===== src/ibp_pkg.sv =====
// Constants and helpers for the two-wire bus master engine
`default_nettype none
package ibp_pkg;

	// Bit timing, standard mode
	// quarter count sets bus rate
	localparam int          CLK_PERIOD_NS = 10;
	localparam int          T_QUARTER_NS  = 2500;
	localparam logic [15:0] QUARTER_CYC   = 16'((T_QUARTER_NS + CLK_PERIOD_NS - 1) / CLK_PERIOD_NS);

	// Command opcodes
	localparam logic [1:0] OP_ADDR  = 2'h0;
	localparam logic [1:0] OP_WRITE = 2'h1;
	localparam logic [1:0] OP_READ  = 2'h2;
	localparam logic [1:0] OP_STOP  = 2'h3;

	// Address byte fields
	localparam logic [4:0] TEN_PREFIX = 5'h1E;
	localparam logic       RW_READ    = 1'h1;
	localparam logic       RW_WRITE   = 1'h0;
	localparam logic [3:0] LAST_BIT   = 4'h8;

	// Address sequencing steps
	localparam logic [1:0] STEP_FIRST  = 2'h0;
	localparam logic [1:0] STEP_SECOND = 2'h1;
	localparam logic [1:0] STEP_REREAD = 2'h3;

	typedef enum logic [1:0] {S_IDLE, S_START, S_BIT, S_STOP} ibp_state_e;

	// Seven-bit patterns that must not be used as plain slave addresses
	function automatic logic ibp_reserved7(input logic [6:0] a, input logic rw);
		logic res;
		res = 1'b0;
		if (a[6:3] == 4'h0 && a != 7'h00)
			res = 1'b1;
		if (a == 7'h00 && rw == RW_READ)
			res = 1'b1;
		if (a[6:3] == 4'hF)
			res = 1'b1;
		return res;
	endfunction

endpackage
`default_nettype wire


===== src/ibp_master.sv =====
// Two-wire bus master: START, address, byte transfer, STOP
`timescale 1ns/100ps
`default_nettype none
module ibp_master
	import ibp_pkg::*;
(
	input  wire logic       CLK_I,
	input  wire logic       RESETN_I,
	input  wire logic       CMD_VALID_I,
	input  wire logic [1:0] CMD_OP_I,
	input  wire logic [9:0] CMD_ADDR_I,
	input  wire logic       CMD_TEN_I,
	input  wire logic       CMD_RW_I,
	input  wire logic [7:0] CMD_DATA_I,
	input  wire logic       CMD_NACK_I,
	output var  logic       CMD_READY_O,
	output var  logic       DONE_O,
	output var  logic [7:0] RDATA_O,
	output var  logic       ACK_ERR_O,
	output var  logic       REFUSED_O,
	output var  logic       ARB_LOST_O,
	output var  logic       BUSY_O,
	input  wire logic       SCL_I,
	output var  logic       SCL_O,
	output var  logic       SCL_OE_O,
	input  wire logic       SDA_I,
	output var  logic       SDA_O,
	output var  logic       SDA_OE_O
);
	ibp_state_e  state;
	ibp_state_e  next_state;
	logic [1:0]  ph;
	logic [1:0]  next_ph;
	logic [15:0] qcnt;
	logic [15:0] next_qcnt;
	logic [8:0]  sh_tx;
	logic [8:0]  next_sh_tx;
	logic [8:0]  sh_rx;
	logic [8:0]  next_sh_rx;
	logic [3:0]  bitn;
	logic [3:0]  next_bitn;
	logic [1:0]  op;
	logic [1:0]  next_op;
	logic [1:0]  aseq;
	logic [1:0]  next_aseq;
	logic [9:0]  addr;
	logic [9:0]  next_addr;
	logic        ten;
	logic        next_ten;
	logic        rw;
	logic        next_rw;
	logic        owner;
	logic        next_owner;
	logic        next_scl_oe;
	logic        next_sda_oe;
	logic        next_ready;
	logic        next_done;
	logic [7:0]  next_rdata;
	logic        next_ack_err;
	logic        next_refused;
	logic        next_arb;
	logic        scl_s;
	logic        sda_s;
	logic        scl_q;
	logic        sda_q;
	logic        next_busy;
	logic        qdone;

	// Pins filtered before any decision is taken on them
	ibp_sync u_sync_scl (.clk_i(CLK_I), .resetn_i(RESETN_I), .d_i(SCL_I), .q_o(scl_s));
	ibp_sync u_sync_sda (.clk_i(CLK_I), .resetn_i(RESETN_I), .d_i(SDA_I), .q_o(sda_s));

	// Address byte for a given step, with a released bit for the acknowledge
	function automatic logic [8:0] addr_byte(input logic [1:0] step, input logic [9:0] a,
		input logic t, input logic r);
		logic [8:0] b;
		b = {a[6:0], r, 1'b1};
		if (t) begin
			b = {TEN_PREFIX, a[9:8], (step == STEP_REREAD) ? RW_READ : RW_WRITE, 1'b1};
			if (step == STEP_SECOND)
				b = {a[7:0], 1'b1};
		end
		return b;
	endfunction

	// Bus monitor next value
	always_comb begin
		next_busy = BUSY_O;
		if (scl_s && scl_q && sda_q && !sda_s)
			next_busy = 1'b1;
		if (scl_s && scl_q && !sda_q && sda_s)
			next_busy = 1'b0;
	end

	// Bus monitor registers
	always_ff @(posedge CLK_I or negedge RESETN_I) begin
		if (!RESETN_I) begin
			scl_q  <= 1'b1;
			sda_q  <= 1'b1;
			BUSY_O <= 1'b0;
		end else begin
			scl_q  <= scl_s;
			sda_q  <= sda_s;
			BUSY_O <= next_busy;
		end
	end

	assign qdone = (qcnt == QUARTER_CYC - 16'h1);

	// Sequencer next values
	always_comb begin
		next_state   = state;
		next_ph      = ph;
		next_qcnt    = qcnt;
		next_sh_tx   = sh_tx;
		next_sh_rx   = sh_rx;
		next_bitn    = bitn;
		next_op      = op;
		next_aseq    = aseq;
		next_addr    = addr;
		next_ten     = ten;
		next_rw      = rw;
		next_owner   = owner;
		next_scl_oe  = SCL_OE_O;
		next_sda_oe  = SDA_OE_O;
		next_done    = 1'b0;
		next_rdata   = RDATA_O;
		next_ack_err = ACK_ERR_O;
		next_refused = 1'b0;
		next_arb     = 1'b0;
		case (state)
			S_IDLE: begin
				next_qcnt = 16'h0;
				next_ph   = 2'h0;
				if (CMD_VALID_I && CMD_READY_O) begin
					next_op   = CMD_OP_I;
					next_bitn = 4'h0;
					case (CMD_OP_I)
						OP_ADDR: begin
							if (!CMD_TEN_I && ibp_reserved7(CMD_ADDR_I[6:0], CMD_RW_I)) begin
								next_refused = 1'b1;
								next_done    = 1'b1;
							end else begin
								next_addr  = CMD_ADDR_I;
								next_ten   = CMD_TEN_I;
								next_rw    = CMD_RW_I;
								next_aseq  = STEP_FIRST;
								next_state = S_START;
							end
						end
						OP_WRITE, OP_READ: begin
							if (!owner) begin
								next_refused = 1'b1;
								next_done    = 1'b1;
							end else begin
								next_sh_tx = (CMD_OP_I == OP_WRITE) ? {CMD_DATA_I, 1'b1} : {8'hFF, CMD_NACK_I};
								next_state = S_BIT;
							end
						end
						default: begin
							// STOP only from an owned bus
							if (!owner) begin
								next_refused = 1'b1;
								next_done    = 1'b1;
							end else begin
								next_state = S_STOP;
							end
						end
					endcase
				end
			end
			S_START: begin
				case (ph)
					2'h0: begin
						// release SDA for repeated START while SCL low
						next_sda_oe = 1'b0;
						// fresh START waits for an idle bus
						if (owner || (!BUSY_O && scl_s && sda_s))
							next_qcnt = qcnt + 16'h1;
						if (qdone) begin
							next_qcnt   = 16'h0;
							next_ph     = 2'h1;
							next_scl_oe = 1'b0;
						end
					end
					2'h1: begin
						// Wait out any clock stretching before the high quarter
						if (scl_s)
							next_qcnt = qcnt + 16'h1;
						if (qdone && scl_s) begin
							next_qcnt = 16'h0;
							next_ph   = 2'h2;
							next_sda_oe = 1'b1;
						end
					end
					2'h2: begin
						next_qcnt = qcnt + 16'h1;
						if (qdone) begin
							next_qcnt   = 16'h0;
							next_ph     = 2'h3;
							next_scl_oe = 1'b1;
						end
					end
					default: begin
						next_qcnt = qcnt + 16'h1;
						if (qdone) begin
							next_qcnt  = 16'h0;
							next_ph    = 2'h0;
							next_owner = 1'b1;
							next_bitn  = 4'h0;
							// first byte after START is the address
							next_sh_tx = addr_byte(aseq, addr, ten, rw);
							next_state = S_BIT;
						end
					end
				endcase
			end
			S_BIT: begin
				case (ph)
					2'h0: begin
						next_qcnt = qcnt + 16'h1;
						if (qdone) begin
							next_qcnt = 16'h0;
							next_ph   = 2'h1;
							// data changes a quarter into SCL low
							// ninth bit of a transmitted byte is released
							next_sda_oe = ~sh_tx[8];
						end
					end
					2'h1: begin
						next_qcnt = qcnt + 16'h1;
						if (qdone) begin
							next_qcnt   = 16'h0;
							next_ph     = 2'h2;
							next_scl_oe = 1'b0;
						end
					end
					2'h2: begin
						if (scl_s)
							next_qcnt = qcnt + 16'h1;
						if (qdone && scl_s) begin
							next_qcnt  = 16'h0;
							next_ph    = 2'h3;
							next_sh_rx = {sh_rx[7:0], sda_s};
							// released line sensed low: back off
							if (op != OP_READ && bitn != LAST_BIT && sh_tx[8] && !sda_s) begin
								next_arb    = 1'b1;
								next_done   = 1'b1;
								next_owner  = 1'b0;
								next_scl_oe = 1'b0;
								next_sda_oe = 1'b0;
								next_state  = S_IDLE;
							end
						end
					end
					default: begin
						next_qcnt = qcnt + 16'h1;
						if (qdone) begin
							next_qcnt   = 16'h0;
							next_ph     = 2'h0;
							next_scl_oe = 1'b1;
							next_sh_tx = {sh_tx[7:0], 1'b1};
							next_bitn = bitn + 4'h1;
							if (bitn == LAST_BIT) begin
								next_bitn = 4'h0;
								if (op == OP_ADDR) begin
									// NACK on address ends the command
									if (sh_rx[0]) begin
										next_ack_err = 1'b1;
										next_done    = 1'b1;
										next_state   = S_IDLE;
									end else if (ten && aseq == STEP_FIRST) begin
										next_aseq  = STEP_SECOND;
										next_sh_tx = addr_byte(STEP_SECOND, addr, ten, rw);
									end else if (ten && aseq == STEP_SECOND && rw == RW_READ) begin
										// repeated START, header resent as read
										next_aseq  = STEP_REREAD;
										next_state = S_START;
									end else begin
										next_ack_err = 1'b0;
										next_done    = 1'b1;
										next_state   = S_IDLE;
									end
								end else begin
									next_rdata   = sh_rx[8:1];
									next_ack_err = (op == OP_WRITE) ? sh_rx[0] : 1'b0;
									next_done    = 1'b1;
									next_state   = S_IDLE;
								end
							end
						end
					end
				endcase
			end
			S_STOP: begin
				next_qcnt = qcnt + 16'h1;
				case (ph)
					2'h0: begin
						next_sda_oe = 1'b1;
						if (qdone) begin
							next_qcnt   = 16'h0;
							next_ph     = 2'h1;
							next_scl_oe = 1'b0;
						end
					end
					2'h1: begin
						if (!scl_s)
							next_qcnt = 16'h0;
						if (qdone && scl_s) begin
							next_qcnt = 16'h0;
							next_ph   = 2'h2;
							next_sda_oe = 1'b0;
						end
					end
					default: begin
						if (qdone) begin
							next_qcnt  = 16'h0;
							next_ph    = 2'h0;
							next_owner = 1'b0;
							next_done  = 1'b1;
							next_state = S_IDLE;
						end
					end
				endcase
			end
			default: begin
				next_state = S_IDLE;
			end
		endcase
		next_ready = (next_state == S_IDLE);
	end

	// Sequencer registers; open-drain data outputs are always low
	always_ff @(posedge CLK_I or negedge RESETN_I) begin
		if (!RESETN_I) begin
			state       <= S_IDLE;
			ph          <= 2'h0;
			qcnt        <= 16'h0;
			sh_tx       <= 9'h1FF;
			sh_rx       <= 9'h000;
			bitn        <= 4'h0;
			op          <= OP_ADDR;
			aseq        <= STEP_FIRST;
			addr        <= 10'h000;
			ten         <= 1'b0;
			rw          <= RW_WRITE;
			owner       <= 1'b0;
			SCL_OE_O    <= 1'b0;
			SDA_OE_O    <= 1'b0;
			SCL_O       <= 1'b0;
			SDA_O       <= 1'b0;
			CMD_READY_O <= 1'b0;
			DONE_O      <= 1'b0;
			RDATA_O     <= 8'h00;
			ACK_ERR_O   <= 1'b0;
			REFUSED_O   <= 1'b0;
			ARB_LOST_O  <= 1'b0;
		end else begin
			state       <= next_state;
			ph          <= next_ph;
			qcnt        <= next_qcnt;
			sh_tx       <= next_sh_tx;
			sh_rx       <= next_sh_rx;
			bitn        <= next_bitn;
			op          <= next_op;
			aseq        <= next_aseq;
			addr        <= next_addr;
			ten         <= next_ten;
			rw          <= next_rw;
			owner       <= next_owner;
			SCL_OE_O    <= next_scl_oe;
			SDA_OE_O    <= next_sda_oe;
			SCL_O       <= 1'b0;
			SDA_O       <= 1'b0;
			CMD_READY_O <= next_ready;
			DONE_O      <= next_done;
			RDATA_O     <= next_rdata;
			ACK_ERR_O   <= next_ack_err;
			REFUSED_O   <= next_refused;
			ARB_LOST_O  <= next_arb;
		end
	end
endmodule // ibp_master
`default_nettype wire


===== src/ibp_sync.sv =====
// Three-stage input synchroniser with agreement filter
`timescale 1ns/100ps
`default_nettype none
module ibp_sync
	import ibp_pkg::*;
(
	input  wire logic clk_i,
	input  wire logic resetn_i,
	input  wire logic d_i,
	output var  logic q_o
);
	logic s1;
	logic s2;
	logic s3;
	logic next_q;

	// Output follows only once stages two and three agree
	always_comb begin
		next_q = q_o;
		if (s2 == s3)
			next_q = s3;
	end

	// Idle bus level is high, so reset to one
	always_ff @(posedge clk_i or negedge resetn_i) begin
		if (!resetn_i) begin
			s1  <= 1'b1;
			s2  <= 1'b1;
			s3  <= 1'b1;
			q_o <= 1'b1;
		end else begin
			s1  <= d_i;
			s2  <= s1;
			s3  <= s2;
			q_o <= next_q;
		end
	end
endmodule // ibp_sync
`default_nettype wire


===== config.mk =====
export PLATFORM = sky130hd
export DESIGN_NAME = ibp_master
export DESIGN_NICKNAME = d
export VERILOG_FILES = /design/src/ibp_pkg.sv /design/src/ibp_master.sv /design/src/ibp_sync.sv
export SDC_FILE = /design/constraint.sdc
export NUM_CORES = 1
export LEC_CHECK = 0
export BUFFER_PORTS_ARGS = -buffer_cell sky130_fd_sc_hd__buf_4
export CAP_MARGIN = 20
export CORE_MARGIN = 4
export CORE_UTILIZATION = 60
export DETAILED_ROUTE_END_ITERATION = 6
export GPL_ROUTABILITY_DRIVEN = 1
export PLACE_DENSITY = 0.91
export SYNTH_ARGS = -nofsm -noshare
export SYNTH_HDL_FRONTEND = slang
export SYNTH_SLANG_ARGS = --single-unit

===== constraint.sdc =====
create_clock -name CLK_I -period 3.4 [get_ports CLK_I]
set_input_delay 0.68 -clock CLK_I [delete_from_list [all_inputs] [get_ports CLK_I]]
set_output_delay 0.68 -clock CLK_I [all_outputs]
set_load 0.05 [all_outputs]

# Yosys cells after proc, flatten, opt, wreduce, memory -nomap -nowiden
# Index checks and enable logic that the tools add are counted.
dict set report word_totals {
  elab_cells 267
  output_inout_bits 18
  latch_bits 0
  rom_bits 0
  memories 0
  reg_bits 85
  ramBits 0
  in_bits 28
}
dict set report op_classes {
  n_mul 0
  n_eq_ne 51
  n_mux 128
  n_reduce_logical 51
  n_shift 0
  order_cmp 0
  addsub 2
  n_bitwise 4
  n_div 0
}
# op count
set ops {}
lappend ops {{$mux W16} 9}
lappend ops {{$mux W9} 15}
lappend ops {{$pmux W16 S4} 1}
lappend ops {{$mux W2} 31}
lappend ops {{$mux W1} 45}
lappend ops {{$ne A3 B3 Y1 const B} 14}
lappend ops {{$ne A2 B2 Y1 const B} 18}
lappend ops {{$pmux W16 S2} 1}
lappend ops {{$pmux W9 S3} 1}
lappend ops {{$mux W4} 6}
lappend ops {{$logic_and A1 B1 Y1} 18}
lappend ops {{$reduce_and A6 Y1} 3}
lappend ops {{$add A16 B1 Y16 const B} 1}
lappend ops {{$eq A16 B8 Y1 const B} 1}
lappend ops {{$pmux W2 S2} 4}
lappend ops {{$pmux W2 S4} 2}
lappend ops {{$reduce_and A8 Y1} 2}
lappend ops {{$pmux W1 S3} 5}
lappend ops {{$logic_not A2 Y1} 6}
lappend ops {{$pmux W2 S3} 2}
lappend ops {{$pmux W4 S3} 1}
lappend ops {{$eq A2 B1 Y1 const B} 5}
lappend ops {{$eq A2 B2 Y1 const B} 5}
lappend ops {{$pmux W1 S2} 5}
lappend ops {{21 further kinds} 35}

# Depth between registers and ports, before layout
dict set report depth {
  depth_word 14
  ltp_mapped 10
  depth_no_buf 8
}

# Modules after synthesis
# A second synthesis with hierarchy kept.
dict set report hier_totals {
  hier_cells 535
  area_unflattened_um2 4931.0
}
# module area_each_um2 n_inst seq_area_each_um2 cells_each
set by_module_without_submodules {}
lappend by_module_without_submodules {ibp_master 4698.3 1 1940.6 525}
lappend by_module_without_submodules {ibp_sync 116.4 2 105.1 5}

# Worst setup path before layout
# OpenSTA, ideal clock, no wires.
dict set report synth_path {
  path_type {register -> register}
  startpoint {register qcnt[1]}
  endpoint {register sh_rx[1]}
  arrival_time_ns 2.308
  setup_ns 0.125
  stages_incl_launch_ff 9
  required_time_ns 3.275
  slack_ns 0.967
  path_buffers 1
  synth_period_minus_slack_ns 2.433
  cell_sequence {dfrtp_1 > inv_1 > ha_1 > or4b_4 > nor4_4 > buf_6 > nand2_1 > nor2_4 > mux2_2}
}
dict set report synth_between {
  elab_chain_cells 3
}
# item line
set synth_lines {}
lappend synth_lines {{start: declaration} ibp_master.sv:34} ;# logic [15:0] qcnt;
lappend synth_lines {{start signal: assignment} ibp_master.sv:361} ;# qcnt <= next_qcnt;
lappend synth_lines {{$eq A16 B8 Y1} ibp_master.sv:108} ;# assign qdone = (qcnt == QUARTER_CYC - 16'h1);
lappend synth_lines {{$logic_and A1 B1 Y1} ibp_master.sv:241} ;# if (qdone && scl_s) begin
lappend synth_lines {{$reduce_and A3 Y1 (no source line)} -}
lappend synth_lines {{end signal: assignment} ibp_master.sv:363} ;# sh_rx <= next_sh_rx;
lappend synth_lines {{end: declaration} ibp_master.sv:38} ;# logic [8:0] sh_rx;
# No other way between the ends.
# A chain may end at the register's enable or synchronous reset.

# Worst setup path after layout
dict set report layout_path {
  startpoint {register qcnt[1]}
  endpoint {register qcnt[5]}
}
dict set report layout_between {
  elab_chain_cells 5
  elab_cells_between_ends 15
  classes_between {add/sub: 1; eq/ne: 2; mux: 11; reduce/logical: 1}
}
# item line
set layout_lines {}
lappend layout_lines {{$add A16 B1 Y16 or $eq A16 B8 Y1 (tied branches)} -}
lappend layout_lines {{$mux W16, or another cell as far along} {ibp_master.sv:188, ibp_master.sv:239}}
lappend layout_lines {{$mux W16 (on tied branches)} {ibp_master.sv:241, ibp_master.sv:180, ibp_master.sv:309}}
lappend layout_lines {{$pmux W16 S2 or $mux W16 (tied branches)} -}
lappend layout_lines {{$pmux W16 S4} ibp_master.sv:131} ;# case (state)
# Several ways; a longest one is shown, not always the timed one. The select of a mux whose other input is x is not followed.

==> results.yml <==
synthesis:
  syn-cell-area_um2: 5030
  syn_area_per_cell_um2: 9.46
  yosysSeqAreaShare_pct: 42.7
  synth_top_area_share_pct: 32.8
  synth_most_common_cell: "dfrtp_1"
  synth_warnings: 0
  synthFlopType: "dfrtp_1"
  yosysTopAreaCell: "dfrtp_1"
  synth_seq_cells: 85
  synth_edf_count: 0
  synth_common_cells: "dfrtp_1, nand2_1, o21ai_0, mux2_2, nor2_1"
  synthTopCellsByArea: "dfrtp_1, dfstp_2, mux2_2, o21ai_0, ha_1"
  async_reset_ff_share_pct: 100
  netlist_instances: 532
  yosys.cell_types.count: 69
clocking:
  h-tree-depth: 3
  cts_made_buffers: 9
  cts_resized: 0
  path_clk_slew_ps: 90
  cts_hold_buf: 0
  cts_sinks: 85
  clockBufferDepth: 2
  post-cts-setup-buffer-count: 0
  clkLatencyLatePin_ps: 360
  clockRootBuffer: "clkbuf_8"
  tritoncts: "done"
worst_setup_path:
  crit_family: "simple AND/OR/NAND/NOR gates"
  cp_cell_sequence: "inv_1, ha_1, or4b_4, nor4_4, buf_4, nor2b_1, buf_4, nor2_2, a22oi_1, o21ai_0"
  critPathArrivalTime_ps: 3140
  cp.buffers_inverters: 3
  cp_max_fo: 22
  worstSetupPathType: "reg -> reg"
  worst_path_max_delay_cell: "or4b_4"
  crit_top_cell: "buf_4"
  critPathRequiredTime_ps: 3680
  endpoint_kind: "register"
  startpoint_type: "register"
  slowest_delay_ps: 480
job:
  drv_cap: 0
sta:
  worst_pin_slew_ps: 922
  max_slew_margin_pct: 38.5
  rsz0062_at_grt: "false"
  drv_slew: 0
  fin_tns_setup_ps: 0
  clock_skew_ps: 8.30
  finalCriticalPeriod_ps: 2860
  setup_slack_ps: 536
  post-route-period-util_pct: 84.2
  max_freq_ghz: 0.349
  hold_viol_final: 0
  setup_viol: 0
power_and_ir_drop:
  fin_total_pwr_w: 0.00222
  power_density_nw_per_um2: 391
  vdd_drop_max_uv: 369
  power.leakage_nw: 2.52
drt:
  drc: 0
  wl_met1_um: 4790
  routed-wl-met2_um: 5880
  drt.antenna.violating_nets: 0
  post_drt_wl_per_cell_um: 17.4
  drtIter0Drc: 325
  wl_met3_um: 817
  maxUsedRoutingLayer: "met4"
  via_per_inst: 6.40
  wl_um: 11800
  firstDrtPassIters: 6
  vias: 4327
global_route:
  antenna_found_initial: 0
  first_global_vias: 4281
  grt.total_usage_pct: 24.6
  grt_pass1_wl_um: 20000
  grt_overflow: 0
  grt_max_degree: 86
place:
  dp_hpwl_um: 8230
  gp_congestion: 0.905
  preCtsSetupSlack_ps: 504
  portBuffers: 43
die:
  core-area_um2: 8180
  die_w_um: 99.6
  die_h_um: 99.6
  start_util_pct: 61.6
  rows: 33
  io_pins: 46
  dieArea_um2: 9920
worst_hold_path:
  hold_class: "in -> async"
status:
  status: "completed"
finish:
  area_growth_pct: 12.8
  diodes: 0
  drive_above_1_share_pct: 25.7
  final_nets: 611
[area by class of cell]
cell class                 count  area, um2
fill                         612       2500
multi-input combinational    391       2650
clock buffer                   9        124
timing repair buffer          53        418
sequential                    85       2150
inverter                      26       97.6
clock inverter                 7        105
tap                          105        131
[layer usage]
metal / track usage [%] / vias up
met5: 0 / -
met4: 9.24 / 0
met3: 5.61 / 37
met2: 42.0 / 208
met1: 30.6 / 2078
li1: - / 2004
[power by group]
part / switching (W) / internal [W] / total [W]
registers: 0.0000435 / 0.00105 / 0.00109
logic: 0.000174 / 0.000130 / 0.000304
clock network: 0.000398 / 0.000425 / 0.000823
total: 0.000615 / 0.00160 / 0.00222
[logic make-up after synthesis]
family | after synthesis | synth area share [%]
other | 1 | 0.0745
AOI/OAI and AO/OA | 151 | 20.1
muxes | 45 | 10.0
buffers and inverters | 57 | 4.70
DFF | 85 | 42.7
and+or+nand+nor | 174 | 17.8
adders and majority gates | 19 | 4.62
[worst paths after layout]
kind	startpoint	endpoint	slack, ps	cells after the start
setup / recovery	qcnt[1]$_DFFE_PN0P_	qcnt[5]$_DFFE_PN0P_	540	10
max in group asynchronous	RESETN_I	u_sync_scl.s1$_DFF_PN1_	2610	2
min in group CLK_I	u_sync_sda.s1$_DFF_PN1_	u_sync_sda.s2$_DFF_PN1_	360	0
hold reg to reg	u_sync_sda.s1$_DFF_PN1_	u_sync_sda.s2$_DFF_PN1_	360	0
hold / removal	RESETN_I	qcnt[6]$_DFFE_PN0P_	160	1
setup reg to reg	qcnt[1]$_DFFE_PN0P_	qcnt[5]$_DFFE_PN0P_	540	10
[flip-flops by register name, summed over array words and instances (netlist names), 2 cells and up, named ones only]
register and flops:
RDATA_O 8, addr 10, aseq 2, bitn 4, op 2, ph 2, qcnt 16, sh_rx 9
sh_tx 9, state 2
[stage by stage]
| stage | cell area [um2] | cells | hold slack, ps | utilization, % |
|---|---|---|---|---|
| 3_5_place_dp | 5410 | 658 | 349 | 66.2 |
| 4_1_cts | 5640 | 674 | 363 | 69.0 |
| 5_1_grt | 5680 | 676 | 155 | 69.4 |
| 6_report | 5680 | 676 | 158 | 69.4 |
| 3_3_place_gp | 5400 | 657 | 347 | 66.1 |
| 2_1_floorplan | 5040 | 533 | 345 | - |
[cell usage in the layout, fill, tap and decap left out, types with 5 or more instances in the layout]
cell type	count
mux2_2	43
nor2b_1	7
dfstp_2	19
nor2_1	42
a21oi_1	24
o21ai_0	47
clkbuf_8	9
o211ai_1	5
nor3_1	10
a22oi_1	10
o221ai_1	6
or4_1	5
ha_1	17
nor4_1	6
nand3_1	13
buf_4	52
a31oi_1	15
nand2_1	55
dfrtp_1	66
or2_2	5
inv_1	26
Note: power is estimated with default switching activity, not from simulation.
